### config.mk
export PLATFORM = sky130hd
export DESIGN_NAME = cab_alu
export DESIGN_NICKNAME = d
export VERILOG_FILES = /design/src/cab_pkg.sv /design/src/cab_alu.sv
export SDC_FILE = /design/constraint.sdc
export NUM_CORES = 2
export LEC_CHECK = 0
export BUFFER_PORTS_ARGS = -buffer_cell sky130_fd_sc_hd__buf_4
export CAP_MARGIN = 20
export CORE_ASPECT_RATIO = 1.4
export CORE_MARGIN = 2
export CORE_UTILIZATION = 35
export CTS_BUF_LIST = sky130_fd_sc_hd__clkbuf_8
export CTS_CLUSTER_SIZE = 8
export DETAILED_ROUTE_END_ITERATION = 7
export HOLD_SLACK_MARGIN = 0.03
export SLEW_MARGIN = 30
export SYNTH_ARGS = -nofsm -noshare
export SYNTH_HDL_FRONTEND = slang
export SYNTH_SLANG_ARGS = --single-unit
### constraint.sdc
create_clock -name CLK -period 10.7 [get_ports CLK]
set_input_delay 1.07 -clock CLK [delete_from_list [all_inputs] [get_ports CLK]]
set_output_delay 1.07 -clock CLK [all_outputs]
set_load 0.03 [all_outputs]
### src/cab_pkg.sv
// Notes on behaviour
// - A port read-modify-write takes the synchronised pin levels, not the output latch.
// - Writing a result into the timer0 count clears the prescaler when it belongs there.
// - A skip costs two cycles, the second a no-operation.
// - add_literal_to_working adds an 8-bit literal to W; C, digit carry, Z change.
// - clear_file_bit zeroes bit b of file register f; flags untouched.
// - add_working_to_file adds W and f into W or f; C, digit carry, Z change.
// - set_file_bit sets bit b of file register f; flags untouched.
// - and_literal_with_working ANDs W with a literal into W; only Z changes.
// - test_bit_skip_when_one discards the next instruction when the bit is one.
// - and_working_with_file ANDs W with f into W or f; only Z changes.
// - test_bit_skip_when_zero discards the next instruction when the bit is zero.
// - Destination select 0 routes the result to W, 1 to the file register.
`default_nettype none
package cab_pkg;
  // ==========================================================================
  // File map and flags
  localparam logic [6:0] CAB_ADDR_TIMER0 = 7'h01;
  localparam logic [6:0] CAB_ADDR_PORT = 7'h05;
  localparam int CAB_PORT_W = 6;
  localparam int CAB_FLAG_C = 0;
  localparam int CAB_FLAG_DC = 1;
  localparam int CAB_FLAG_Z = 2;
  localparam logic [7:0] CAB_PRESC_LAST = 8'hFF;
  // ==========================================================================
  // Register bus map
  localparam logic [7:0] CAB_OFS_CTRL = 8'h00;
  localparam logic [7:0] CAB_OFS_WORK = 8'h04;
  localparam logic [7:0] CAB_OFS_FLAGS = 8'h08;
  localparam logic [7:0] CAB_OFS_TIMER = 8'h0C;
  localparam int CAB_CTRL_PRESC_TIMER = 0;
  localparam logic CAB_CTRL_RESET = 1'h1;
  localparam logic [1:0] CAB_RESP_OKAY = 2'h0;
  localparam logic [1:0] CAB_RESP_SLVERR = 2'h2;
  // ==========================================================================
  // Operations and states
  typedef enum logic [3:0] {
    CAB_OP_NOP,
    CAB_OP_ADD_LITERAL_TO_WORKING,
    CAB_OP_AND_LITERAL_WITH_WORKING,
    CAB_OP_ADD_WORKING_TO_FILE,
    CAB_OP_AND_WORKING_WITH_FILE,
    CAB_OP_CLEAR_FILE_BIT,
    CAB_OP_SET_FILE_BIT,
    CAB_OP_TEST_BIT_SKIP_WHEN_ONE,
    CAB_OP_TEST_BIT_SKIP_WHEN_ZERO,
    CAB_OP_MOVE_FILE_REGISTER
  } cab_op_t;
  typedef enum logic [0:0] {
    CAB_ST_EXEC,
    CAB_ST_DISCARD
  } cab_state_t;
endpackage
`default_nettype wire

### src/cab_alu.sv
// Register access over AXI4-Lite and the address map were left to the implementer.
`timescale 1ns/1ps
`default_nettype none
module cab_alu (
  // Clock and reset
  input wire logic CLK,
  input wire logic ARST_N,
  // Decoded instruction from the sequencer
  input wire logic OP_VALID,
  input wire logic [3:0] OP_CODE,
  input wire logic [6:0] OP_FILE,
  input wire logic [2:0] OP_BIT,
  input wire logic [7:0] OP_LIT,
  input wire logic OP_DEST,
  // Port pins
  input wire logic [cab_pkg::CAB_PORT_W-1:0] PIN_IN,
  output logic [cab_pkg::CAB_PORT_W-1:0] PORT_OUT,
  // Core state
  output logic [7:0] W_OUT,
  output logic [2:0] FLAGS_OUT,
  output logic SKIP_OUT,
  // AXI4-Lite slave
  input wire logic [7:0] S_AXI_AWADDR,
  input wire logic S_AXI_AWVALID,
  output logic S_AXI_AWREADY,
  input wire logic [31:0] S_AXI_WDATA,
  input wire logic [3:0] S_AXI_WSTRB,
  input wire logic S_AXI_WVALID,
  output logic S_AXI_WREADY,
  output logic [1:0] S_AXI_BRESP,
  output logic S_AXI_BVALID,
  input wire logic S_AXI_BREADY,
  input wire logic [7:0] S_AXI_ARADDR,
  input wire logic S_AXI_ARVALID,
  output logic S_AXI_ARREADY,
  output logic [31:0] S_AXI_RDATA,
  output logic [1:0] S_AXI_RRESP,
  output logic S_AXI_RVALID,
  input wire logic S_AXI_RREADY
);
  typedef struct packed {
    cab_pkg::cab_state_t st;
    logic [7:0] work;
    logic [2:0] flags;
    logic [127:0][7:0] mem;
    logic [cab_pkg::CAB_PORT_W-1:0] port_latch;
    logic [cab_pkg::CAB_PORT_W-1:0] pin_meta;
    logic [cab_pkg::CAB_PORT_W-1:0] pin_sync;
    logic [7:0] timer;
    logic [7:0] presc;
    logic presc_timer;
    logic skip;
    logic awready;
    logic bvalid;
    logic [1:0] bresp;
    logic arready;
    logic rvalid;
    logic [1:0] rresp;
    logic [31:0] rdata;
  } cab_regs_t;

  cab_regs_t r_reg;
  cab_regs_t r_next;
  cab_pkg::cab_op_t op;
  logic exec;
  logic [7:0] fval;
  logic [8:0] sum;
  logic [4:0] nib;
  logic [7:0] res;
  logic to_file;
  logic bit_val;
  logic skip_take;

  // ==========================================================================
  // Operand fetch and arithmetic
  assign op = cab_pkg::cab_op_t'(OP_CODE);
  assign exec = OP_VALID && (r_reg.st == cab_pkg::CAB_ST_EXEC);

  always_comb begin
    if (OP_FILE == cab_pkg::CAB_ADDR_PORT) begin
      fval = 8'(r_reg.pin_sync);
    end else if (OP_FILE == cab_pkg::CAB_ADDR_TIMER0) begin
      fval = r_reg.timer;
    end else begin
      fval = r_reg.mem[OP_FILE];
    end
  end

  assign bit_val = fval[OP_BIT];
  assign sum = {1'b0, r_reg.work} + {1'b0, fval};
  assign nib = {1'b0, r_reg.work[3:0]} + {1'b0, fval[3:0]};

  // ==========================================================================
  // Next state
  always_comb begin
    r_next = r_reg;
    res = fval;
    to_file = 1'b0;
    skip_take = 1'b0;
    r_next.pin_meta = PIN_IN;
    r_next.pin_sync = r_reg.pin_meta;
    r_next.presc = r_reg.presc + 8'h01;
    if (!r_reg.presc_timer || r_reg.presc == cab_pkg::CAB_PRESC_LAST) begin
      r_next.timer = r_reg.timer + 8'h01;
    end
    unique case (r_reg.st)
      cab_pkg::CAB_ST_EXEC: begin
        r_next.skip = 1'b0;
        if (exec) begin
          case (op)
            cab_pkg::CAB_OP_ADD_LITERAL_TO_WORKING: begin
              r_next.work = r_reg.work + OP_LIT;
              r_next.flags[cab_pkg::CAB_FLAG_C] = ({1'b0, r_reg.work} + {1'b0, OP_LIT}) > 9'h0FF;
              r_next.flags[cab_pkg::CAB_FLAG_DC] = ({1'b0, r_reg.work[3:0]} + {1'b0, OP_LIT[3:0]}) > 5'h0F;
              r_next.flags[cab_pkg::CAB_FLAG_Z] = (r_reg.work + OP_LIT) == 8'h00;
            end
            cab_pkg::CAB_OP_AND_LITERAL_WITH_WORKING: begin
              r_next.work = r_reg.work & OP_LIT;
              r_next.flags[cab_pkg::CAB_FLAG_Z] = (r_reg.work & OP_LIT) == 8'h00;
            end
            cab_pkg::CAB_OP_ADD_WORKING_TO_FILE: begin
              res = sum[7:0];
              to_file = OP_DEST;
              r_next.flags[cab_pkg::CAB_FLAG_C] = sum[8];
              r_next.flags[cab_pkg::CAB_FLAG_DC] = nib[4];
              r_next.flags[cab_pkg::CAB_FLAG_Z] = sum[7:0] == 8'h00;
            end
            cab_pkg::CAB_OP_AND_WORKING_WITH_FILE: begin
              res = r_reg.work & fval;
              to_file = OP_DEST;
              r_next.flags[cab_pkg::CAB_FLAG_Z] = (r_reg.work & fval) == 8'h00;
            end
            cab_pkg::CAB_OP_MOVE_FILE_REGISTER: begin
              to_file = OP_DEST;
              r_next.flags[cab_pkg::CAB_FLAG_Z] = fval == 8'h00;
            end
            cab_pkg::CAB_OP_CLEAR_FILE_BIT: begin
              res[OP_BIT] = 1'b0;
              to_file = 1'b1;
            end
            cab_pkg::CAB_OP_SET_FILE_BIT: begin
              res[OP_BIT] = 1'b1;
              to_file = 1'b1;
            end
            cab_pkg::CAB_OP_TEST_BIT_SKIP_WHEN_ONE: begin
              skip_take = bit_val;
            end
            cab_pkg::CAB_OP_TEST_BIT_SKIP_WHEN_ZERO: begin
              skip_take = !bit_val;
            end
            default: begin
            end
          endcase
          if (op == cab_pkg::CAB_OP_ADD_WORKING_TO_FILE || op == cab_pkg::CAB_OP_AND_WORKING_WITH_FILE ||
              op == cab_pkg::CAB_OP_MOVE_FILE_REGISTER) begin
            if (!OP_DEST) begin
              r_next.work = res;
            end
          end
          if (to_file) begin
            if (OP_FILE == cab_pkg::CAB_ADDR_PORT) begin
              r_next.port_latch = res[cab_pkg::CAB_PORT_W-1:0];
            end else if (OP_FILE == cab_pkg::CAB_ADDR_TIMER0) begin
              r_next.timer = res;
              if (r_reg.presc_timer) begin
                r_next.presc = 8'h00;
              end
            end else begin
              r_next.mem[OP_FILE] = res;
            end
          end
          if (skip_take) begin
            r_next.st = cab_pkg::CAB_ST_DISCARD;
            r_next.skip = 1'b1;
          end
        end
      end
      cab_pkg::CAB_ST_DISCARD: begin
        r_next.st = cab_pkg::CAB_ST_EXEC;
        r_next.skip = 1'b0;
      end
    endcase

    // Register bus write: address and data are taken together.
    r_next.awready = !r_reg.awready && !r_reg.bvalid && S_AXI_AWVALID && S_AXI_WVALID;
    if (r_reg.awready) begin
      r_next.bvalid = 1'b1;
      r_next.bresp = cab_pkg::CAB_RESP_OKAY;
      if (S_AXI_AWADDR == cab_pkg::CAB_OFS_CTRL) begin
        if (S_AXI_WSTRB[0]) begin
          r_next.presc_timer = S_AXI_WDATA[cab_pkg::CAB_CTRL_PRESC_TIMER];
        end
      end else if (S_AXI_AWADDR != cab_pkg::CAB_OFS_WORK && S_AXI_AWADDR != cab_pkg::CAB_OFS_FLAGS &&
                   S_AXI_AWADDR != cab_pkg::CAB_OFS_TIMER) begin
        r_next.bresp = cab_pkg::CAB_RESP_SLVERR;
      end
    end else if (r_reg.bvalid && S_AXI_BREADY) begin
      r_next.bvalid = 1'b0;
    end

    // Register bus read.
    r_next.arready = !r_reg.arready && !r_reg.rvalid && S_AXI_ARVALID;
    if (r_reg.arready) begin
      r_next.rvalid = 1'b1;
      r_next.rresp = cab_pkg::CAB_RESP_OKAY;
      unique case (S_AXI_ARADDR)
        cab_pkg::CAB_OFS_CTRL: r_next.rdata = 32'(r_reg.presc_timer);
        cab_pkg::CAB_OFS_WORK: r_next.rdata = 32'(r_reg.work);
        cab_pkg::CAB_OFS_FLAGS: r_next.rdata = 32'(r_reg.flags);
        cab_pkg::CAB_OFS_TIMER: r_next.rdata = 32'(r_reg.timer);
        default: begin
          r_next.rdata = 32'h00000000;
          r_next.rresp = cab_pkg::CAB_RESP_SLVERR;
        end
      endcase
    end else if (r_reg.rvalid && S_AXI_RREADY) begin
      r_next.rvalid = 1'b0;
    end
  end

  // ==========================================================================
  // State register
  always_ff @(posedge CLK or negedge ARST_N) begin
    if (!ARST_N) begin
      r_reg <= '0;
      r_reg.presc_timer <= cab_pkg::CAB_CTRL_RESET;
    end else begin
      r_reg <= r_next;
    end
  end

  assign PORT_OUT = r_reg.port_latch;
  assign W_OUT = r_reg.work;
  assign FLAGS_OUT = r_reg.flags;
  assign SKIP_OUT = r_reg.skip;
  assign S_AXI_AWREADY = r_reg.awready;
  assign S_AXI_WREADY = r_reg.awready;
  assign S_AXI_BVALID = r_reg.bvalid;
  assign S_AXI_BRESP = r_reg.bresp;
  assign S_AXI_ARREADY = r_reg.arready;
  assign S_AXI_RVALID = r_reg.rvalid;
  assign S_AXI_RRESP = r_reg.rresp;
  assign S_AXI_RDATA = r_reg.rdata;
endmodule // cab_alu
`default_nettype wire

==> results.py <==
metrics = {
    "outcome": {
        "status": "finished clean",
    },
    "detailed_routing": {
        "drt_wl_total_mm": 173,
        "dr_total_vias": 37700,
        "viasPerCell": 5.77,
        "drtPass1Iterations": 6,
        "wire_per_inst_um": 26.5,
        "detail-route-antenna-nets": 0,
        "drt_iter0_drc": 3845,
        "drcViolationCount": 0,
    },
    "yosys": {
        "synthArstFlopShare": 1.00,
        "synth_ff_type": "dfrtp_1",
        "synthAdderAreaFrac": 0.00548,
        "synth.area.mux_share": 0.173,
        "seq_area_frac_synth": 0.535,
        "yosysWarnings": 0,
        "yosys.area_share.simple": 0.0902,
        "synth_xor_area_frac": 0.00466,
        "avgSynthCellArea_um2": 11.1,
        "ys_ff_latch": 1083,
        "synth_top_family_by_area": "multiplexers",
        "synthDistinctLibCells": 89,
        "synthCells": 4572,
        "synth_compound_area_frac": 0.145,
        "syn_area_um2": 50700,
        "synth-edff-count": 0,
    },
    "timing": {
        "setup_viol_count_final": 0,
        "fin_tns_setup_ps": 0,
        "period_share": 0.709,
        "period_needed_ps": 7590,
        "finalHoldViolCount": 0,
        "fmax_mhz": 132,
        "holdWs_ps": 205,
        "fin_ws_ps": 3110,
        "report.final.slew_viol_count": 0,
        "tightest_slew_ps": 1090,
        "rsz0062_at_grt": "no",
        "skew_ps": 45.8,
        "max_slew_margin": 0.271,
    },
    "placed_design": {
        "hpwl_mm": 107,
        "place_congestion": 0.907,
        "place.port_buffers": 87,
        "post-place-ws_ps": 2490,
    },
    "clock_tree": {
        "cts.htree.levels": 4,
        "ctsResizeCount": 0,
        "clock_latency_ps": 900,
        "cts_made_buffers": 161,
        "clockRootBuffer": "clkbuf_8",
        "cts_hold_buf": 0,
        "cts.sinks": 1083,
        "post_cts_buffers": 0,
        "clk_pin_slew_worst_paths_ps": 60,
        "cts_tree": "built",
        "clockBufferDepth": 3,
    },
    "pwr": {
        "pwr_density_cell_nw_per_um2": 153,
        "power.total_mw": 8.51,
        "vdd_drop_max_mv": 0.133,
        "leakagePower_nw": 25.1,
    },
    "worst_setup_path": {
        "ff2ff_path_depth": 18,
        "critPathMaxStageDelay_ps": 800,
        "slowest_stage": "o21ai_0",
        "end_kind": "register",
        "path_cells": "buf_8, buf_4, buf_4, mux4_2, mux2i_1, nor2_1, a21oi_1, o22ai_1, o21ai_0, o211ai_1, ha_1, a21o_1, a21oi_1, nor2b_1, o21a_1, o41ai_1, xor2_1, o221ai_1, o21ai_4, buf_4, o21ai_0",
        "critical-path-top-delay-family": "compound AO/OA/AOI/OAI gates",
        "arrival_ps": 8310,
        "crit_top_cell": "buf_4",
        "required_ps": 11420,
        "path_buf_inv": 4,
        "worstPathMaxFanout": 58,
        "critPathKind": "input pin to register",
        "worst_setup_path_start_kind": "input pin",
        "regToRegSetupSlack_ps": 3910,
    },
    "floorplan": {
        "ios": 148,
        "die_y_um": 454,
        "start_util": 0.352,
        "die_area_um2": 148000,
        "fp-row-count": 165,
        "core-area_um2": 144000,
        "dieWidth_um": 326,
    },
    "global_routing": {
        "grt_pass1_wl_mm": 256,
        "antenna_found_initial": 5,
        "grt_pass1_vias": 37400,
        "grt_max_degree": 176,
        "track_usage": 0.232,
        "overflow": 0,
    },
    "min_path": {
        "hp-class": "input pin to async pin",
    },
    "finish": {
        "layout_common_cells": "1082 x dfrtp_1, 595 x nand2_1, 550 x mux2_2, 491 x o21ai_0, 262 x nor2_1",
        "final_common_cell": "dfrtp_1",
        "drive_gt1_frac": 0.236,
        "fillCellCount": 14200,
        "finalNetCount": 4647,
        "area_growth_pct": 9.80,
    },
    "job": {
        "maxCapViolations": 0,
    },
}
## metal layers
| layer | track usage | routed length, um | vias to the layer above |
|---|---|---|---|
| li1 | - | - | 16200 |
| met1 | 0.283 | 67300 | 19200 |
| met2 | 0.373 | 80400 | 1696 |
| met3 | 0.0467 | 12600 | 509 |
| met4 | 0.155 | 12600 | 2 |
| met5 | 0 | 9 | - |
## cell type report
type,count,area [um2],area share
tap,1920,2400,0.0432
antenna,3,7.51,0.000135
clock buffer,171,2350,0.0423
sequential,1083,27100,0.487
inverter,17,66.3,0.00119
multi-input combinational,3083,21700,0.389
clock inverter,60,330,0.00593
timing repair buffer,191,1740,0.0313
## synth_stat cells, types with 25 or more instances
cell / count / share of area
a221o_1: 29 / 0.0057
o21ai_0: 492 / 0.049
buf_4: 77 / 0.011
a22o_1: 25 / 0.0043
a22oi_1: 93 / 0.014
nand2_1: 598 / 0.044
o221ai_1: 26 / 0.0045
nor2_1: 310 / 0.023
o22ai_1: 27 / 0.0033
a221oi_1: 106 / 0.018
mux2i_1: 120 / 0.024
clkbuf_1: 182 / 0.013
dfrtp_1: 1082 / 0.53
a21oi_1: 226 / 0.022
mux2_2: 550 / 0.12
buf_6: 37 / 0.0082
mux4_2: 58 / 0.026
buf_2: 95 / 0.0094
## stage by stage
step / cells / utilization / cell area, um2
2_1_floorplan: 4597 / - / 50800
3_3_place_gp: 6289 / 0.366 / 52700
3_5_place_dp: 6291 / 0.366 / 52800
4_1_cts: 6522 / 0.385 / 55500
5_1_grt: 6526 / 0.386 / 55700
6_report: 6528 / 0.386 / 55700
## worst reg2reg max path, delay by kind of cell, from the launching register on
family                     cells  cell delay (ps)
adders and majority gates      1              400
DFF                            1              370
AOI/OAI and AO/OA             13             4710
buffers and inverters          1              520
and+or+nand+nor                1               80
xor gates and xnor gates       1              290
muxes                          1              270
## worst max path at each step
stage	end	from	cells past startpoint
floorplan	register	OP_FILE[2]	24
global placement	register	OP_FILE[1]	18
detailed placement	register	OP_FILE[2]	21
CTS	register	OP_FILE[2]	21
global route	register	OP_FILE[2]	21
finish	register	OP_FILE[2]	21
## power by group
part | internal (mW) | total, mW | switching [mW] | leakage [nW]
Combinational | 0.317 | 1.11 | 0.794 | 8.62
Sequential | 4.21 | 4.30 | 0.0975 | 15.0
Clock | 1.49 | 3.10 | 1.60 | 1.53
Total | 6.01 | 8.51 | 2.50 | 25.1
## cells by family (layout without fill, tap and decap cells)
kind of cell               Yosys count  count (layout)
AOI/OAI and AO/OA                 1185            1185
xor gates and xnor gates            27              27
adders and majority gates           21              21
buffers and inverters              431             439
DFF                               1083            1083
muxes                              736             736
other                                1              29
and+or+nand+nor                   1088            1088
Power figures use the tool's default switching activity.
